## src/tube_seq_pkg.sv

```systemverilog
// What this block does
// - Release blanks RGB outputs and starts the cathode calibration loop.
// - Fault flag rises while any cutoff level is below 1.5 V or above 3.5 V.
// - RGB outputs unblank when the fault flag falls from one to zero.
// - Fault flag cannot clear until 0.5 s after horizontal switch-on.
// - Force-blank bit holds RGB at blanking whatever the fault flag says.
// - Window flag is one when lowest cutoff level is 2.5 V within 0.1 V.
// - Above-target flag is zero below 2.5 V and one above it.
// - Soft clip sits 0 to 10% above peak-white limit in 3 steps, or off.
// - Soft clip offset code 00 means level equal to the peak-white limit.
// - Blue stretch cuts red and green gain for input above 80% amplitude.
// - Discharge enable bit selects a fixed beam current during switch-off.
// - Standby: finish field, then slow stop with optional fixed beam.
// - Switch-off parks vertical in overscan if its bit is one, else scans.
// - Standby slow stop lasts 42 ms; fixed beam flows its first 37 ms.
// - Mains loss: finish field, force fixed beam, keep horizontal running.
// - Mains loss: supply under reset level stops horizontal and fixed beam.
// - Grounded line-rate pin gives single rate, open pin gives double rate.
// - Phase loop corrects fraction k of flyback phase error every line.
// - Black current loop is closed only on measurement lines or fixed beam.
// - Supply under reset level sets the reset flag and stops horizontal.
// - Slow stop starts with the first new vertical field after the command.
package tube_seq_pkg;
   // Register byte offsets.
   localparam logic [7:0] CTRL_OFS = 8'h00;
   localparam logic [7:0] STATUS_OFS = 8'h04;
   localparam logic [7:0] PHASE_K_OFS = 8'h08;
   // Control register fields.
   localparam int REL_LSB = 0;
   localparam int FBLANK_BIT = 2;
   localparam int BSTR_BIT = 3;
   localparam int FBEAM_BIT = 4;
   localparam int OSCAN_BIT = 5;
   localparam int SCLIP_LSB = 6;
   localparam int STANDBY_BIT = 8;
   localparam logic [7:0] CTRL_RST = 8'h00;
   // Status register fields.
   localparam int FAULT_BIT = 0;
   localparam int WIN_BIT = 1;
   localparam int ABOVE_BIT = 2;
   localparam int POR_BIT = 3;
   localparam int DRATE_BIT = 4;
   localparam int STATE_LSB = 8;
   // Phase loop factor, a fraction in sixteenths; 8 gives k of one half.
   localparam logic [4:0] PHASE_K_RST = 5'h08;
   localparam int PHASE_K_SHIFT = 4;
   // Soft clip codes; 11 switches the clipper off.
   localparam logic [1:0] SCLIP_OFF = 2'h3;
   // Cutoff levels in millivolts.
   localparam logic [11:0] CUT_LOW_MV = 12'd1500;
   localparam logic [11:0] CUT_HIGH_MV = 12'd3500;
   localparam logic [11:0] CUT_TARGET_MV = 12'd2500;
   localparam logic [11:0] CUT_WINDOW_MV = 12'd100;
   // Video amplitude scale: nominal 1000, blue stretch knee at 80 percent.
   localparam logic [9:0] BSTR_KNEE = 10'd800;
   // Times in their own units and derived clock counts.
   localparam int CLK_KHZ = 40000;
   localparam int BLANK_HOLD_MS = 500;
   localparam int SLOW_STOP_MS = 42;
   localparam int FBEAM_MS = 37;
   localparam int BLANK_HOLD_CYC = BLANK_HOLD_MS * CLK_KHZ;
   localparam int SLOW_STOP_CYC = SLOW_STOP_MS * CLK_KHZ;
   localparam int FBEAM_CYC = FBEAM_MS * CLK_KHZ;
   localparam logic [7:0] ON_TIME_NOM = 8'hff;
   // Sequencer states, one-hot.
   typedef enum logic [5:0] {
      ST_OFF = 6'h01,
      ST_RUN = 6'h02,
      ST_STBY_WAIT = 6'h04,
      ST_SOFT_STOP = 6'h08,
      ST_MAINS_WAIT = 6'h10,
      ST_DISCHARGE = 6'h20
   } seq_state_t;
endpackage

```

## src/cutoff_judge.sv

```systemverilog
`timescale 1ns/100ps
// Judges the three cutoff measurement levels against the loop limits.
module cutoff_judge
   import tube_seq_pkg::*;
(
   input wire logic [11:0] cut_r_mv,
   input wire logic [11:0] cut_g_mv,
   input wire logic [11:0] cut_b_mv,
   output logic fault_raw,
   output logic window_ok,
   output logic above_target
);
   logic [11:0] low_mv;

   // Smaller of two levels.
   function automatic logic [11:0] min2(input logic [11:0] a,
                                        input logic [11:0] b);
      min2 = (a < b) ? a : b;
   endfunction

   // Out of range test for one level.
   function automatic logic outside(input logic [11:0] v);
      outside = (v < CUT_LOW_MV) || (v > CUT_HIGH_MV);
   endfunction

   // Any one cathode out of range marks the loop as faulty.
   always_comb begin
      low_mv = min2(min2(cut_r_mv, cut_g_mv), cut_b_mv);
      fault_raw = outside(cut_r_mv) | outside(cut_g_mv) |
                  outside(cut_b_mv);
      window_ok = (low_mv >= CUT_TARGET_MV - CUT_WINDOW_MV) &&
                  (low_mv <= CUT_TARGET_MV + CUT_WINDOW_MV);
      above_target = low_mv > CUT_TARGET_MV;
   end
endmodule // cutoff_judge

```

## src/tube_seq.sv

```systemverilog
// The register addresses and the AHB-Lite interface to the registers were decided locally.
`timescale 1ns/100ps
module tube_seq #(
   parameter int HOLD_CYC = tube_seq_pkg::BLANK_HOLD_CYC,
   parameter int STOP_CYC = tube_seq_pkg::SLOW_STOP_CYC,
   parameter int BEAM_CYC = tube_seq_pkg::FBEAM_CYC
) (
   input wire logic hclk,
   input wire logic hresetn,
   input wire logic hsel,
   input wire logic [31:0] haddr,
   input wire logic [1:0] htrans,
   input wire logic hwrite,
   input wire logic [2:0] hsize,
   input wire logic [31:0] hwdata,
   input wire logic hready,
   output logic hreadyout,
   output logic hresp,
   output logic [31:0] hrdata,
   input wire logic [11:0] cut_r_mv,
   input wire logic [11:0] cut_g_mv,
   input wire logic [11:0] cut_b_mv,
   input wire logic meas_line,
   input wire logic field_start,
   input wire logic [9:0] video_level,
   input wire logic signed [11:0] phase_err,
   input wire logic mains_loss_discharge_pin,
   input wire logic line_rate_sel_pin,
   input wire logic supply_ok_pin,
   output logic h_out_en,
   output logic [7:0] h_on_time,
   output logic rgb_blank,
   output logic cathode_calibration_loop,
   output logic loop_closed,
   output logic fixed_beam_force,
   output logic vert_overscan,
   output logic [1:0] soft_clip_offset,
   output logic soft_clip_on,
   output logic rg_gain_reduce,
   output logic double_rate,
   output logic signed [11:0] phase_corr
);
   import tube_seq_pkg::*;

   seq_state_t state_ff, nxt_state;
   logic [7:0] ctrl_ff;
   logic [4:0] phase_k_ff;
   logic [2:0] sync1_ff, sync2_ff;
   logic mains_s, rate_s, supply_s;
   logic fault_raw, window_raw, above_raw;
   logic black_loop_fault_ff, cutoff_window_ok_ff, cutoff_above_target_ff;
   logic por_flag_ff, blank_ff, beam_ff, h_on_ff;
   logic [31:0] hold_cnt_ff, stop_cnt_ff, step_cnt_ff;
   logic [7:0] on_time_ff;
   logic wr_ff;
   logic [7:0] addr_ff;
   logic [31:0] rd_data;
   logic standby_req, por_clr, switch_on;
   logic signed [16:0] corr_prod;
   logic [1:0] horizontal_release_bits;
   logic rgb_force_blank, blue_stretch_enable;
   logic fixed_beam_discharge_enable, overscan_on_off;

   assign horizontal_release_bits = ctrl_ff[REL_LSB +: 2];
   assign rgb_force_blank = ctrl_ff[FBLANK_BIT];
   assign blue_stretch_enable = ctrl_ff[BSTR_BIT];
   assign fixed_beam_discharge_enable = ctrl_ff[FBEAM_BIT];
   assign overscan_on_off = ctrl_ff[OSCAN_BIT];

   // Pins pass two flops; the first stage feeds only the second.
   genvar gi;
   generate
      for (gi = 0; gi < 3; gi++) begin : g_sync
         always_ff @(posedge hclk or negedge hresetn) begin
            if (!hresetn) begin
               sync1_ff[gi] <= 1'b0;
               sync2_ff[gi] <= 1'b0;
            end else begin
               sync1_ff[gi] <= (gi == 0) ? mains_loss_discharge_pin :
                               (gi == 1) ? line_rate_sel_pin : supply_ok_pin;
               sync2_ff[gi] <= sync1_ff[gi];
            end
         end
      end
   endgenerate
   assign mains_s = sync2_ff[0];
   assign rate_s = sync2_ff[1];
   assign supply_s = sync2_ff[2];

   // Zero-wait slave: the address phase is captured, reads are staged early.
   assign hreadyout = 1'b1;
   assign hresp = 1'b0;
   always_comb begin
      rd_data = 32'h0000_0000;
      case (haddr[7:0])
         CTRL_OFS: rd_data = {24'h00_0000, ctrl_ff};
         STATUS_OFS: begin
            rd_data[FAULT_BIT] = black_loop_fault_ff;
            rd_data[WIN_BIT] = cutoff_window_ok_ff;
            rd_data[ABOVE_BIT] = cutoff_above_target_ff;
            rd_data[POR_BIT] = por_flag_ff;
            rd_data[DRATE_BIT] = rate_s;
            rd_data[STATE_LSB +: 6] = state_ff;
         end
         PHASE_K_OFS: rd_data = {27'h000_0000, phase_k_ff};
         default: rd_data = 32'h0000_0000;
      endcase
   end

   // Address phase bookkeeping and read data register.
   always_ff @(posedge hclk or negedge hresetn) begin
      if (!hresetn) begin
         wr_ff <= 1'b0;
         addr_ff <= 8'h00;
         hrdata <= 32'h0000_0000;
      end else if (hready) begin
         wr_ff <= hsel && htrans[1] && hwrite;
         addr_ff <= haddr[7:0];
         if (hsel && htrans[1] && !hwrite) begin
            hrdata <= rd_data;
         end
      end
   end

   assign standby_req = wr_ff && addr_ff == CTRL_OFS && hwdata[STANDBY_BIT];
   assign por_clr = wr_ff && addr_ff == STATUS_OFS && hwdata[POR_BIT];

   // Control register; the slow stop state drops the release bits so the
   // tube stays off until software releases it again.
   always_ff @(posedge hclk or negedge hresetn) begin
      if (!hresetn) begin
         ctrl_ff <= CTRL_RST;
         phase_k_ff <= PHASE_K_RST;
      end else begin
         if (wr_ff && addr_ff == CTRL_OFS) begin
            ctrl_ff <= hwdata[7:0];
         end
         if (wr_ff && addr_ff == PHASE_K_OFS) begin
            phase_k_ff <= hwdata[4:0];
         end
         if (state_ff == ST_SOFT_STOP) begin
            ctrl_ff[REL_LSB +: 2] <= 2'b00;
         end
      end
   end

   // Sequencer next state; a supply drop overrides everything.
   always_comb begin
      nxt_state = state_ff;
      case (state_ff)
         ST_OFF: begin
            if (supply_s && horizontal_release_bits != 2'b00) begin
               nxt_state = ST_RUN;
            end
         end
         ST_RUN: begin
            if (mains_s) begin
               nxt_state = ST_MAINS_WAIT;
            end else if (standby_req) begin
               nxt_state = ST_STBY_WAIT;
            end
         end
         ST_STBY_WAIT: begin
            if (field_start) begin
               nxt_state = ST_SOFT_STOP;
            end
         end
         ST_SOFT_STOP: begin
            if (stop_cnt_ff >= 32'(STOP_CYC - 1)) begin
               nxt_state = ST_OFF;
            end
         end
         ST_MAINS_WAIT: begin
            if (field_start) begin
               nxt_state = ST_DISCHARGE;
            end
         end
         ST_DISCHARGE: nxt_state = ST_DISCHARGE;
         default: nxt_state = ST_OFF;
      endcase
      if (!supply_s) begin
         nxt_state = ST_OFF;
      end
   end

   always_ff @(posedge hclk or negedge hresetn) begin
      if (!hresetn) begin
         state_ff <= ST_OFF;
      end else begin
         state_ff <= nxt_state;
      end
   end

   assign switch_on = state_ff == ST_OFF && nxt_state == ST_RUN;

   // Horizontal drive runs from release until soft stop ends or power fails.
   always_ff @(posedge hclk or negedge hresetn) begin
      if (!hresetn) begin
         h_on_ff <= 1'b0;
      end else begin
         h_on_ff <= nxt_state != ST_OFF;
      end
   end

   // Slow stop counter and on-time ramp from nominal down to zero.
   always_ff @(posedge hclk or negedge hresetn) begin
      if (!hresetn) begin
         stop_cnt_ff <= 32'h0000_0000;
         step_cnt_ff <= 32'h0000_0000;
         on_time_ff <= 8'h00;
      end else if (state_ff != ST_SOFT_STOP) begin
         stop_cnt_ff <= 32'h0000_0000;
         step_cnt_ff <= 32'h0000_0000;
         on_time_ff <= (nxt_state == ST_OFF) ? 8'h00 : ON_TIME_NOM;
      end else begin
         stop_cnt_ff <= stop_cnt_ff + 32'h1;
         // A step period of STOP_CYC/256 lets all 255 steps fit the stop.
         if (step_cnt_ff + 32'h1 >= 32'(STOP_CYC / 256)) begin
            step_cnt_ff <= 32'h0000_0000;
            if (on_time_ff != 8'h00) begin
               on_time_ff <= on_time_ff - 8'h01;
            end
         end else begin
            step_cnt_ff <= step_cnt_ff + 32'h1;
         end
      end
   end

   // Fixed beam: first part of a soft stop, or the whole mains discharge.
   always_ff @(posedge hclk or negedge hresetn) begin
      if (!hresetn) begin
         beam_ff <= 1'b0;
      end else begin
         beam_ff <= fixed_beam_discharge_enable && (
                    (nxt_state == ST_SOFT_STOP &&
                     (state_ff != ST_SOFT_STOP ||
                      stop_cnt_ff < 32'(BEAM_CYC - 1))) ||
                    nxt_state == ST_DISCHARGE);
      end
   end

   // Hold-off timer started when the horizontal output switches on.
   always_ff @(posedge hclk or negedge hresetn) begin
      if (!hresetn) begin
         hold_cnt_ff <= 32'h0000_0000;
      end else if (switch_on) begin
         hold_cnt_ff <= 32'(HOLD_CYC);
      end else if (hold_cnt_ff != 32'h0000_0000) begin
         hold_cnt_ff <= hold_cnt_ff - 32'h1;
      end
   end

   cutoff_judge u_judge (
      .cut_r_mv(cut_r_mv),
      .cut_g_mv(cut_g_mv),
      .cut_b_mv(cut_b_mv),
      .fault_raw(fault_raw),
      .window_ok(window_raw),
      .above_target(above_raw)
   );

   // Loop flags. The fault flag is forced on at switch-on because a warm
   // tube would otherwise give a bright flash before the hold-off ends.
   always_ff @(posedge hclk or negedge hresetn) begin
      if (!hresetn) begin
         black_loop_fault_ff <= 1'b0;
         cutoff_window_ok_ff <= 1'b0;
         cutoff_above_target_ff <= 1'b0;
      end else begin
         cutoff_window_ok_ff <= window_raw;
         cutoff_above_target_ff <= above_raw;
         if (switch_on || (cathode_calibration_loop && fault_raw)) begin
            black_loop_fault_ff <= 1'b1;
         end else if (hold_cnt_ff == 32'h0000_0000) begin
            black_loop_fault_ff <= 1'b0;
         end
      end
   end

   // Power-on flag: a supply drop sets it, writing one clears it, set wins.
   always_ff @(posedge hclk or negedge hresetn) begin
      if (!hresetn) begin
         por_flag_ff <= 1'b0;
      end else if (!supply_s) begin
         por_flag_ff <= 1'b1;
      end else if (por_clr) begin
         por_flag_ff <= 1'b0;
      end
   end

   // Start-up blanking ends on the falling edge of the fault flag.
   always_ff @(posedge hclk or negedge hresetn) begin
      if (!hresetn) begin
         blank_ff <= 1'b1;
      end else if (switch_on || state_ff == ST_OFF) begin
         blank_ff <= 1'b1;
      end else if (black_loop_fault_ff && !fault_raw &&
                   hold_cnt_ff == 32'h0000_0000) begin
         blank_ff <= 1'b0;
      end
   end

   // Phase loop trim: error scaled by k in sixteenths.
   assign corr_prod = 17'(phase_err * $signed({1'b0, phase_k_ff}));
   always_ff @(posedge hclk or negedge hresetn) begin
      if (!hresetn) begin
         phase_corr <= 12'sh000;
      end else begin
         phase_corr <= 12'(corr_prod >>> PHASE_K_SHIFT);
      end
   end

   // Output assembly.
   always_ff @(posedge hclk or negedge hresetn) begin
      if (!hresetn) begin
         rgb_blank <= 1'b1;
         vert_overscan <= 1'b0;
         rg_gain_reduce <= 1'b0;
         double_rate <= 1'b0;
         soft_clip_offset <= 2'h0;
         soft_clip_on <= 1'b0;
      end else begin
         rgb_blank <= blank_ff || rgb_force_blank;
         vert_overscan <= overscan_on_off && (state_ff == ST_SOFT_STOP ||
                          state_ff == ST_DISCHARGE);
         rg_gain_reduce <= blue_stretch_enable &&
                           video_level > BSTR_KNEE;
         double_rate <= rate_s;
         soft_clip_offset <= ctrl_ff[SCLIP_LSB +: 2];
         soft_clip_on <= ctrl_ff[SCLIP_LSB +: 2] != SCLIP_OFF;
      end
   end

   assign h_out_en = h_on_ff;
   assign h_on_time = on_time_ff;
   assign fixed_beam_force = beam_ff;
   assign cathode_calibration_loop = state_ff == ST_RUN;
   assign loop_closed = (cathode_calibration_loop && meas_line) ||
                        beam_ff;
endmodule // tube_seq

```

## config.mk

```make
export PLATFORM = sky130hd
export DESIGN_NAME = tube_seq
export DESIGN_NICKNAME = d
export VERILOG_FILES = /design/src/tube_seq_pkg.sv /design/src/cutoff_judge.sv /design/src/tube_seq.sv
export SDC_FILE = /design/constraint.sdc
export NUM_CORES = 1
export LEC_CHECK = 0
export CAP_MARGIN = 20
export CORE_ASPECT_RATIO = 1.2
export CORE_MARGIN = 1
export CORE_UTILIZATION = 60
export DETAILED_ROUTE_END_ITERATION = 16
export DONT_BUFFER_PORTS = 1
export MAX_ROUTING_LAYER = met4
export PLACE_DENSITY = 0.76
export SETUP_SLACK_MARGIN = 0.05
export SYNTH_ARGS = -nofsm -noshare
export SYNTH_HDL_FRONTEND = slang
export SYNTH_HIERARCHICAL = 1
export SYNTH_SLANG_ARGS = --single-unit
export TNS_END_PERCENT = 20
```

## constraint.sdc

```tcl
create_clock -name hclk -period 5.1 [get_ports hclk]
set_clock_uncertainty 0.15 [all_clocks]
set_input_delay 0.255 -clock hclk [delete_from_list [all_inputs] [get_ports hclk]]
set_output_delay 0.255 -clock hclk [all_outputs]
set_load 0.005 [all_outputs]
```

# Yosys cells after proc, flatten, opt, wreduce, memory -nomap -nowiden
# Cells that the tools add are included.
# totals
register_bits	178
word_cells	146
out_inout_bits	65
inputBits	137
# op_classes
mul	1
n_reduce_logical	45
muxes	30
n_eq_ne	18
order_cmp	15
addsub	4
n_bitwise	2
# ops
cell	count
two-way mux 32 bit	5
adder 32 x 1 -> 32 bit (second input constant)	2
> comparator 12 bit (second input constant)	4
two-way mux 6 bit	8
less-than comparator 12 x 11 -> 1 bit (second input constant)	3
case mux 6 bit (6 select lines)	1
greater-or-equal comparator 32 x 13 -> 1 bit (second input constant)	1
greater-or-equal comparator 32 x 21 -> 1 bit (second input constant)	1
zero test 32 bit	1
less-than comparator 32 x 21 -> 1 bit (second input constant)	1
two-way mux 8 bit	4
nonzero test 32 bit	1
subtractor 32 x 1 -> 32 bit (second input constant)	1
less-than comparator 12 bit	2
two-way mux 12 bit	2
logical AND 1 bit	19
equality test 8 x 3 -> 1 bit (second input constant)	2
equality test 8 x 4 -> 1 bit (second input constant)	2
zero test 8 bit	2
multiplier 12 x 6 -> 16 bit	1
case mux 5 bit (3 select lines)	1
nonzero test 2 bit	7
equality test 6 x 1 -> 1 bit (second input constant)	2
equality test 6 x 2 -> 1 bit (second input constant)	2
other kinds (20)	40

# Depth between registers and ports, before layout
# Gate-level depths: netlist of the first run.
# depth
depth_word	11
mapped_depth	17
mapped_depth_nobuf	16

# Cells and area by module
# Netlist of the first run, hierarchy kept.
# modules_own_cells
module	cells_per_inst	seq_area_each_um2	area_per_inst_um2	n_inst
tube_seq	1006	4459.3	10126.0	1
cutoff_judge	173	0.0	1101.1	1

# Worst setup path before layout of the first run
# No wires, ideal clock.
# synth_path
kind	register to register
start	reg phase_k_ff[2]
end	reg phase_corr[9]
path_buffers	1
path_stages_with_launch	17
period_less_slack_ns	4.112
setup_ns	0.080
t_arrival_ns	3.882
slack_ns	0.988
path_cell_list	dfrtp_1 clkbuf_1 and2_1 fa_1 inv_1 fa_1 fa_1 inv_1 ha_1 a21o_1 a21oi_1 nor2b_1 o211ai_1 nand3b_1 a41oi_1 nor2b_1 xnor2_1
# synth_between
elab_chain_cells	1
# synth_lines
element	line	source
start: declaration	tube_seq.sv:47	logic [4:0] phase_k_ff;
start signal: assignment	tube_seq.sv:139	phase_k_ff <= hwdata[4:0];
multiplier 12 x 6 -> 16 bit	tube_seq.sv:304	assign corr_prod = 17'(phase_err * $signed({1'b0, phase_k_ff}));
net corr_prod[13]	tube_seq.sv:59	logic signed [16:0] corr_prod;
end signal: assignment	tube_seq.sv:309	phase_corr <= 12'(corr_prod >>> PHASE_K_SHIFT);
end: declaration	tube_seq.sv:41	output logic signed [11:0] phase_corr
# The timed path passes the listed nets, and every way through them passes these cells.
# A chain may end at the register's enable or synchronous reset.

# Final worst setup path of the first run
# Same ends and word-level chain as after synthesis.

==> results of run 1 <==
registers in the layout, summed over array words and instances (netlist names), 6 cells and up:
name and flops:
stop_cnt_ff 32, state_ff 6, addr_ff 8, hrdata 14, phase_corr 12, step_cnt_ff 32
ctrl_ff 8, h_on_time 8, hold_cnt_ff 32
per-layer routing:
metal | up-vias | global-route usage | share of wire
met3 | 44 | 0.0585 | 0.057
met1 | 4300 | 0.318 | 0.41
met5 | - | - | 0
met4 | 0 | 0.100 | 0.022
met2 | 252 | 0.464 | 0.51
li1 | 4152 | - | -
cell families (layout without fill, tap and decap cells):
kind of cell	after synthesis	in the layout	share of synthesized area
multiplexers	32	32	0.0314
AO/OA/AOI/OAI	208	208	0.124
flip-flops	178	178	0.397
AND/OR/NAND/NOR	469	469	0.215
other	2	39	0.000669
adder cells (fa/ha/maj)	86	86	0.119
buffers and inverters	122	135	0.0488
XOR/XNOR	82	82	0.0640
worst max path at each step:
stage                                end  cells after the start           from  slack, ns
after floorplan            phase_corr[9]                     16  phase_k_ff[2]       0.99
after global placement    phase_corr[11]                     15  phase_k_ff[2]       0.81
after detailed placement   phase_corr[9]                     15  phase_k_ff[2]       0.74
after CTS                  phase_corr[9]                     15  phase_k_ff[2]       0.73
after global routing       phase_corr[9]                     15  phase_k_ff[1]       0.50
final                      phase_corr[9]                     15  phase_k_ff[2]       0.74
timing repair:
item / in CTS / in global routing
resized for setup: 0 / 0
setup buffers: 0 / 0
hold endpoints to repair: 215 / 0
hold buffers: 30 / 0
per-stage QoR:
stage                     hold WS, ns  std cells  total power, mW  setup slack, ns
after CTS                      0.0291       1453             4.11            0.728
final                          0.0256       1453             4.09            0.739
after global placement         -0.187       1391             2.63            0.809
after floorplan                -0.191       1216             2.50            0.988
after global routing           0.0474       1453             4.34            0.500
after detailed placement       -0.185       1391             2.66            0.743
area by class of cell:
type,instances,area [µm²]
Clock buffer,22,484
Clock inverter,10,148
Fill cell,1427,5900
Inverter,68,255
Multi-Input combinational cell,916,6360
Sequential cell,178,4460
Tap cell,224,280
Timing Repair Buffer,35,355
worst register-to-register path, cell delays in order (launching register included):
cell and delay [ns]:
dfrtp_1 0.52, and2_1 0.23, fa_1 0.53, inv_1 0.05, fa_1 0.46, fa_1 0.54, inv_1 0.04, ha_1 0.34
a21o_1 0.20, a21oi_1 0.23, nor2b_1 0.09, o211ai_1 0.17, nand3b_1 0.13, a41oi_1 0.29, nor2b_1 0.19, xnor2_1 0.13
layout by cell type (no fill, tap or decap), drive strengths merged, types with 6 or more instances in the layout:
cell type,count
dfrtp,174
nand2,124
nor2,104
inv,71
o21ai,66
ha,52
xnor2,45
and2,41
conb,39
a21oi,38
xor2,37
fa,34
nand3,32
nor3,30
dlygate4sd3,29
nor4,27
mux2,26
clkbuf,22
nand4,19
or3,17
and3,15
a31oi,12
a211oi,10
or4,9
nand2b,8
or2,7
a22oi,7
a22o,7
o31ai,7
nor2b,6
nand3b,6
and4,6
mux2i,6
nand4b,6
nor3b,6
buf,6
power groups by stage:
| stage | logic [mW] | registers, mW | clock network [mW] |
|---|---|---|---|
| floorplan | 0.757 | 1.74 | 0 |
| global placement | 0.847 | 1.78 | 0 |
| detailed placement | 0.876 | 1.79 | 0 |
| CTS | 0.943 | 1.77 | 1.40 |
| global route | 1.08 | 1.80 | 1.46 |
| finish | 0.938 | 1.77 | 1.38 |
==> impl_results.md, run 1 <==
* Run status: completed
* Worst-path clk slew at 0.06 ns
* Final setup violating endpoints at 0
* R2r endpoint: phase_corr[9]
* Initial core utilization at 0.615
* Post-synth top cells: dfrtp_1 (174), nand2_1 (124), nor2_1 (104)
* Grt ovf at 0
* Final period util at 0.855
* Die Width at 127 µm
* Gpl congestion at approximately 0.96
* CTS Sinks at 178
* Seq/Total Area, Yosys at 0.397
* Syn. warnings at 6
* CP delay by family, top: adder cells
* Mapped Area at between 0.01 and 0.015 mm²
* Startpoint Class: register
* PwrDens at 331 mW/mm²
* Crit Path Class: reg -> reg
* RSZ-0062 raised after global routing: false
* CP Cell Sequence: and2_1 > fa_1 > inv_1 > fa_1 > fa_1 > inv_1 > ha_1 > a21o_1 > a21oi_1 > nor2b_1 > o211ai_1 > nand3b_1 > a41oi_1 > nor2b_1 > xnor2_1
* TritonCTS Buffers at 17
* Mean Syn Cell Area at 9.52 µm²
* P_sw at 1.23 mW
* Synth async-reset ratio at 1.00
* Dpl hpwl at 17.7 mm
* Final WL at approximately 25 mm
* FF+latch count, synth at 178
* Top achievable clock speed at 0.229 GHz
* Hold path cells at 3
* # IOs at 202
* Syn Inst Count at 1,179
* Post-synth EDFFs at 0
* HP Class: in -> reg
* Drt initial violations at between 400 and 500
* Site Rows at between 50 and 60
* Global-route wire length before repair at 41.1 mm
* Count of cell types in the netlist at 81
* CTS tree: done
* Total GRT Usage at 0.274
* Die Ht at 152 µm
* Final core utilization at 0.677
* Crit end category: register
* Vias in the first global route at 8,639
* Placed cell area at ~0.011 mm²
* Setup TNS at 0 ns
* Synth Flop Type: dfrtp_1
* Core area at 0.0182 mm²
* Worst Tran Pin Value at 0.970 ns
* Antenna violations before repair at 0
* RR Startpoint: phase_k_ff[2]
* Max Root-Sink Buffers at 2
* Layout area overhead at 9.96%
* Vias post-DR at around 8,700
* WL/cell at 16.9 µm
* Internal power at between 2 and 3 mW
* Worst Path Arrival at 4.56 ns
* Clock Latency Late Sink at 0.43 ns
* Root buf cell: clkbuf_16
* Hold Fails Final Rpt at 0
* CP most frequent cell: fa_1
* Slew Viols, Final at 0
* Hold Crit Start: cut_b_mv[9]
* Minimum clock period at 4.36 ns
* Fin area at 0.0123 mm²
* Port bufs at 0
* Max-cap violation count at 0
* Detailed Routing Iterations Pass 1 at 5
* Largest net degree at the start of global routing at 179
* Most frequent cell after synthesis: dfrtp_1
* Worst Path Buf+Inv at 2
* H-tree Lvls at 4
* Critical-path top delay cell: fa_1
* N_diodes at 0
* Slew HR at 0.350
* Clk network pwr share at 0.337
* Peak supply drop at roughly 0.00024 V
* Area contributors post-synth: dfrtp_1 (39%), fa_1 (6.1%), ha_1 (5.8%)
* Synth top area share at 0.388
* Fraction of layout cells with a size suffix above 1 at 0.0724
* Max incr delay on CP at 0.54 ns
* Worst Path Required at between 5 and 6 ns
* Vias per cell at roughly 6
* NumNets Final at about 1,400
* Post-route ant nets at 0
* # DRC at 0
* Die area at just under 0.02 mm²
* Sw Ratio at 0.301
* Crit-path max FO at 14
* Cells on worst reg2reg path at 15
* Worst min-delay path endpoint: cutoff_window_ok_ff
* Comb pwr share at 0.229
* Largest area contributor in the netlist: dfrtp_1
* R2R Setup Slk at around 0.74 ns
* Pleak at 5.38 nW
* Flop pwr share at 0.433
Power figures use the tool's default switching activity.
==> run 2, diff against run 1 <==
- CORE_UTILIZATION: 60 -> 30
- PLACE_DENSITY: 0.76 -> 0.44
==> impl_results.md, run 2 (synthesis gave the netlist of run 1 again) <==
* Run status: completed
* Total GRT Usage at 0.152 (-0.122)
* Final core utilization at 0.344 (-0.333)
* Final setup violating endpoints at 0 (unchanged)
* HP Class: in -> reg
* Crit Path Class: reg -> reg
* Initial core utilization at 0.304 (-0.311)
* Commonest non-fill, non-tap cell in the layout: dfrtp_1
* Worst Path Arrival at 4.73 ns (+0.17 ns)
* Reg area at 0.00446 mm² (unchanged)
* PwrDens at 323 mW/mm² (-2.4%)
* Worst Path Buf+Inv at 2 (unchanged)
* Worst Tran Pin Value at 1.00 ns (+0.0311 ns)
* Die Width at 179 µm (+41%)
* Gpl congestion at 0.819 (-15%)
* TritonCTS Buffers at 17 (unchanged)
* Dpl hpwl at 19.5 mm (+10%)
* Detailed Routing Iterations Pass 1 at 5 (unchanged)
* Pleak at 5.39 nW (+0.31%)
* Core area at 0.0369 mm² (+100%)
* CP Cell Sequence: and2_1 > fa_1 > inv_1 > fa_1 > fa_1 > inv_1 > ha_1 > a21o_1 > a21oi_1 > nor2b_1 > o211ai_1 > nand3b_1 > a41oi_1 > nor2b_1 > xnor2_1
* Global-route wire length before repair at 44.6 mm (+8.4%)
* Setup TNS at 0 ns (unchanged)
* Worst-path clk slew at 0.07 ns (about the same)
* Max-cap violation count at 0 (unchanged)
* Layout area overhead at 13.0%
* Vias in the first global route at 8,655 (+0.19%)
* Critical-path top delay cell: fa_1
* CTS tree: done
* Root buf cell: clkbuf_16
* Vias per cell at 4.96 (-18%)
* Startpoint Class: register
* WL/cell at 15.6 µm (-7.6%)
* RSZ-0062 raised after global routing: false
* Max Root-Sink Buffers at 2 (unchanged)
* # IOs at 202 (unchanged)
* Slew Viols, Final at 0 (unchanged)
* Peak supply drop at 0.000201 V (-16%)
* Most frequent cells in the layout: dfrtp_1 (174), nand2_1 (124), nor2_1 (104), inv_1 (68), o21ai_0 (62)
* Grt ovf at 0 (unchanged)
* # DRC at 0 (unchanged)
* NumNets Final at 1,443 (+0.28%)
* Drt initial violations at 347 (-27%)
* CP most frequent cell: fa_1
* Site Rows at 77 (+43%)
* Port bufs at 0 (unchanged)
* Vias post-DR at 8,460 (-3.3%)
* Multi-input logic area at 0.00636 mm² (unchanged)
* Hold Fails Final Rpt at 0 (unchanged)
* Die area at 0.0382 mm² (+98%)
* Crit end category: register
* CP delay by family, top: adder cells
* Clock Latency Late Sink at 0.45 ns (+0.02 ns)
* PostCTS Resize Cnt at 0 (unchanged)
* Minimum clock period at 4.51 ns (+0.151 ns)
* Post-route ant nets at 0 (unchanged)
* N_diodes at 0 (unchanged)
* CTS Sinks at 178 (unchanged)
* Worst Path Required at 5.32 ns (+0.02 ns)
* Slew HR at 0.333 (-0.0172)
* Largest net degree at the start of global routing at 179 (unchanged)
* Max incr delay on CP at 0.55 ns (about the same)
* H-tree Lvls at 4 (unchanged)
* Fillers at 3,839 (+170%)
* Final WL at 26.7 mm (+8.6%)
* Die Ht at 214 µm (+41%)
* Top achievable clock speed at 0.222 GHz (-3.4%)
* Regs by FF count: hold_cnt_ff x32, step_cnt_ff x32, stop_cnt_ff x32
* Crit-path max FO at 14 (unchanged)
* Fraction of layout cells with a size suffix above 1 at 0.0746 (+0.00220)
* Final period util at 0.885 (+0.0297)
* Antenna violations before repair at 0 (unchanged)
## run 2: repair_timing
action / 4_1_cts / 5_1_grt
endpoints found under the hold margin: 222 / 0
setup buffers: 0 / 0
hold buffers: 32 / 0
## run 2: path summary, 6_finish.rpt
check / startpoint / to / slack [ns] / cells after the start
max in group asynchronous: hresetn / hold_cnt_ff[28] / 3.73 / 2
worst max-delay path: phase_k_ff[2] / phase_corr[9] / 0.59 / 15
worst min-delay path: haddr[2] / hrdata[9] / 0.03 / 2
min in group asynchronous: hresetn / phase_corr[8] / 0.27 / 2
worst max register to register: phase_k_ff[2] / phase_corr[9] / 0.59 / 15
worst min register to register: rate_s / double_rate / 0.23 / 0
## run 2: power by group
part,switching (mW),leakage [nW],internal (mW)
clock network,0.599,0.308,0.807
registers,0.168,2.28,1.60
logic,0.501,2.80,0.431
total,1.27,5.39,2.83
## run 2: through the flow
| stage | total power, mW | worst slack (ns) | cells | hold slack, ns | instance area (µm²) |
|---|---|---|---|---|---|
| final | 4.10 | 0.588 | 1707 | 0.0292 | 12700 |
| after global routing | 4.39 | 0.295 | 1707 | 0.0157 | 12700 |
| after CTS | 4.19 | 0.551 | 1706 | 0.00984 | 12700 |
| after detailed placement | 2.68 | 0.583 | 1642 | -0.186 | 11700 |
| after global placement | 2.67 | 0.609 | 1642 | -0.187 | 11700 |
| after floorplan | 2.50 | 0.988 | 1216 | -0.191 | 11400 |
## run 2: cell type report
type	count	share of cell area
inverters	68	0.0201
clock buffers	19	0.0357
flip-flops and latches	178	0.352
repair buffers	39	0.0306
multi-input cells	916	0.502
clock inverters	13	0.0137
well taps	474	0.0468
## run 2: per-layer routing
metal  wire, µm  global-route usage
met1      11900               0.184
met2      13000               0.246
met3       1270              0.0306
met4        473              0.0559
met5          0                   -
==> run 3, diff against run 2 <==
- CORE_UTILIZATION: 30 -> 54
- PLACE_DENSITY: 0.44 -> 0.69
==> impl_results.md, run 3 (synthesis gave the netlist of run 1 again) <==
* Vias post-DR at 8,572 (+1.3%)
* Die Ht at 160 µm (-25%)
* Worst Tran Pin Value at 0.920 ns (-0.0810 ns)
* TritonCTS Buffers at 17 (unchanged)
* Reg area at 0.00446 mm² (unchanged)
* Dpl hpwl at 17.6 mm (-9.8%)
* Hold slack at 0.0270 ns (-0.00220 ns)
* Port bufs at 0 (unchanged)
* Setup TNS at 0 ns (unchanged)
* Total GRT Usage at 0.247 (+0.0955)
* CP Cell Sequence: and2_1 > fa_1 > inv_1 > fa_1 > fa_1 > inv_1 > ha_1 > a21o_1 > a21oi_1 > nor2b_1 > o211ai_1 > nand3b_1 > a41oi_1 > a21oi_1 > xnor2_1
* NumNets Final at 1,441 (-0.14%)
* Multi-input logic area at 0.00636 mm² (unchanged)
* Vias per cell at 5.73 (+16%)
* Critical-path top delay cell: fa_1
* PwrDens at 331 mW/mm² (+2.2%)
* Final Worst Setup Slack at 0.844 ns (+0.257 ns)
* Drt initial violations at 539 (+55%)
* Grt ovf at 0 (unchanged)
* Final setup violating endpoints at 0 (unchanged)
* Post-route ant nets at 0 (unchanged)
* Gpl congestion at 0.916 (+12%)
* Run status: completed
* Clock Latency Late Sink at 0.44 ns (about the same)
* PostCTS Resize Cnt at 0 (unchanged)
* Vias in the first global route at 8,486 (-2.0%)
* Worst Path Required at 5.26 ns (-0.06 ns)
* Startpoint Class: register
* Peak supply drop at 0.000213 V (+6.1%)
* # IOs at 202 (unchanged)
* Site Rows at 57 (-26%)
* Worst Path Arrival at 4.42 ns (-0.31 ns)
* Crit end category: register
* N_diodes at 0 (unchanged)
* CP most frequent cell: fa_1
* Layout area overhead at 10.5%
* Crit Path Class: reg -> reg
* CTS Sinks at 178 (unchanged)
* Placed instance count at 1,434 (-13%)
* Crit-path max FO at 4 (-10)
* Global-route wire length before repair at 41.1 mm (-7.7%)
* # DRC at 0 (unchanged)
* Die Width at 134 µm (-25%)
* Max-cap violation count at 0 (unchanged)
* Post-Place Setup Slack at 0.828 ns (+0.246 ns)
* Minimum clock period at 4.26 ns (-0.257 ns)
* Core area at 0.0203 mm² (-45%)
* Power consumption at 4.10 mW (about the same)
* Final period util at 0.834 (-0.0503)
* Most frequent cells in the layout: dfrtp_1 (174), nand2_1 (124), nor2_1 (104), inv_1 (68), o21ai_0 (62)
* RSZ-0062 raised after global routing: false
* Fraction of layout cells with a size suffix above 1 at 0.0715 (-0.00313)
* Detailed Routing Iterations Pass 1 at 5 (unchanged)
* Root buf cell: clkbuf_16
* Die area at 0.0214 mm² (-44%)
* Max Root-Sink Buffers at 2 (unchanged)
* Initial core utilization at 0.552 (+0.248)
* Fillers at 1,696 (-56%)
* Slew Viols, Final at 0 (unchanged)
* Hold Fails Final Rpt at 0 (unchanged)
* Top achievable clock speed at 0.235 GHz (+6.0%)
* HP Class: in -> reg
* Worst-path clk slew at 0.06 ns (about the same)
* Commonest non-fill, non-tap cell in the layout: dfrtp_1
* Antenna violations before repair at 0 (unchanged)
* Largest net degree at the start of global routing at 179 (unchanged)
* Slew HR at 0.378 (+0.0453)
* Final WL at 24.3 mm (-8.7%)
* CTS tree: done
* Max incr delay on CP at 0.55 ns (about the same)
* H-tree Lvls at 4 (unchanged)
* Regs by FF count: hold_cnt_ff x32, step_cnt_ff x32, stop_cnt_ff x32
* WL/cell at 16.3 µm (+4.1%)
* Layout Cells excl Fill at 1,496 (-12%)
* Pleak at 5.37 nW (-0.45%)
run 3: layout make-up:
cell class	instances	area share
clock inverter	11	0.0145
sequential	178	0.360
clock buffer	21	0.0355
inverter	68	0.0206
timing repair buffer	37	0.0299
multi-input combinational	916	0.513
tap	265	0.0267
run 3: worst paths after layout:
path	endpoint	slack (ns)	startpoint	cells after the start
hold reg to reg	supply_s	0.20	sync1_ff[2]	0
max in group asynchronous	hold_cnt_ff[8]	3.73	hresetn	2
setup / recovery	phase_corr[11]	0.84	phase_k_ff[2]	15
setup reg to reg	phase_corr[11]	0.84	phase_k_ff[2]	15
hold / removal	hrdata[4]	0.03	haddr[2]	3
min in group asynchronous	h_out_en	0.35	hresetn	2
run 3: routing by layer:
layer,vias to the layer above,GRT usage,share of wire
li1,4177,-,-
met2,215,0.396,0.48
met3,33,0.0565,0.056
met4,0,0.0795,0.017
met5,-,-,0
met1,4147,0.309,0.44
run 3: worst max-delay path: cells and delay by family, from the launching register on:
family / cells / cell delay, ns
xor gates and xnor gates: 1 / 0.14
AOI/OAI and AO/OA: 5 / 1.02
buffers and inverters: 2 / 0.10
adders and majority gates: 4 / 1.90
and+or+nand+nor: 3 / 0.40
DFF: 1 / 0.41
run 3: repair_timing:
action                                 4_1_cts  5_1_grt
endpoints found under the hold margin      222        0
hold buffers                                30        0
setup buffers                                0        0
run 3: power by group:
group	total, mW	internal [mW]	switching (mW)
registers	1.76	1.60	0.169
logic	0.941	0.434	0.507
clock network	1.39	0.826	0.568
run 3: through the flow:
step / util / cell area, µm²
floorplan: - / 11400
global placement: 0.564 / 11500
detailed placement: 0.564 / 11500
CTS: 0.610 / 12400
global route: 0.610 / 12400
finish: 0.610 / 12400
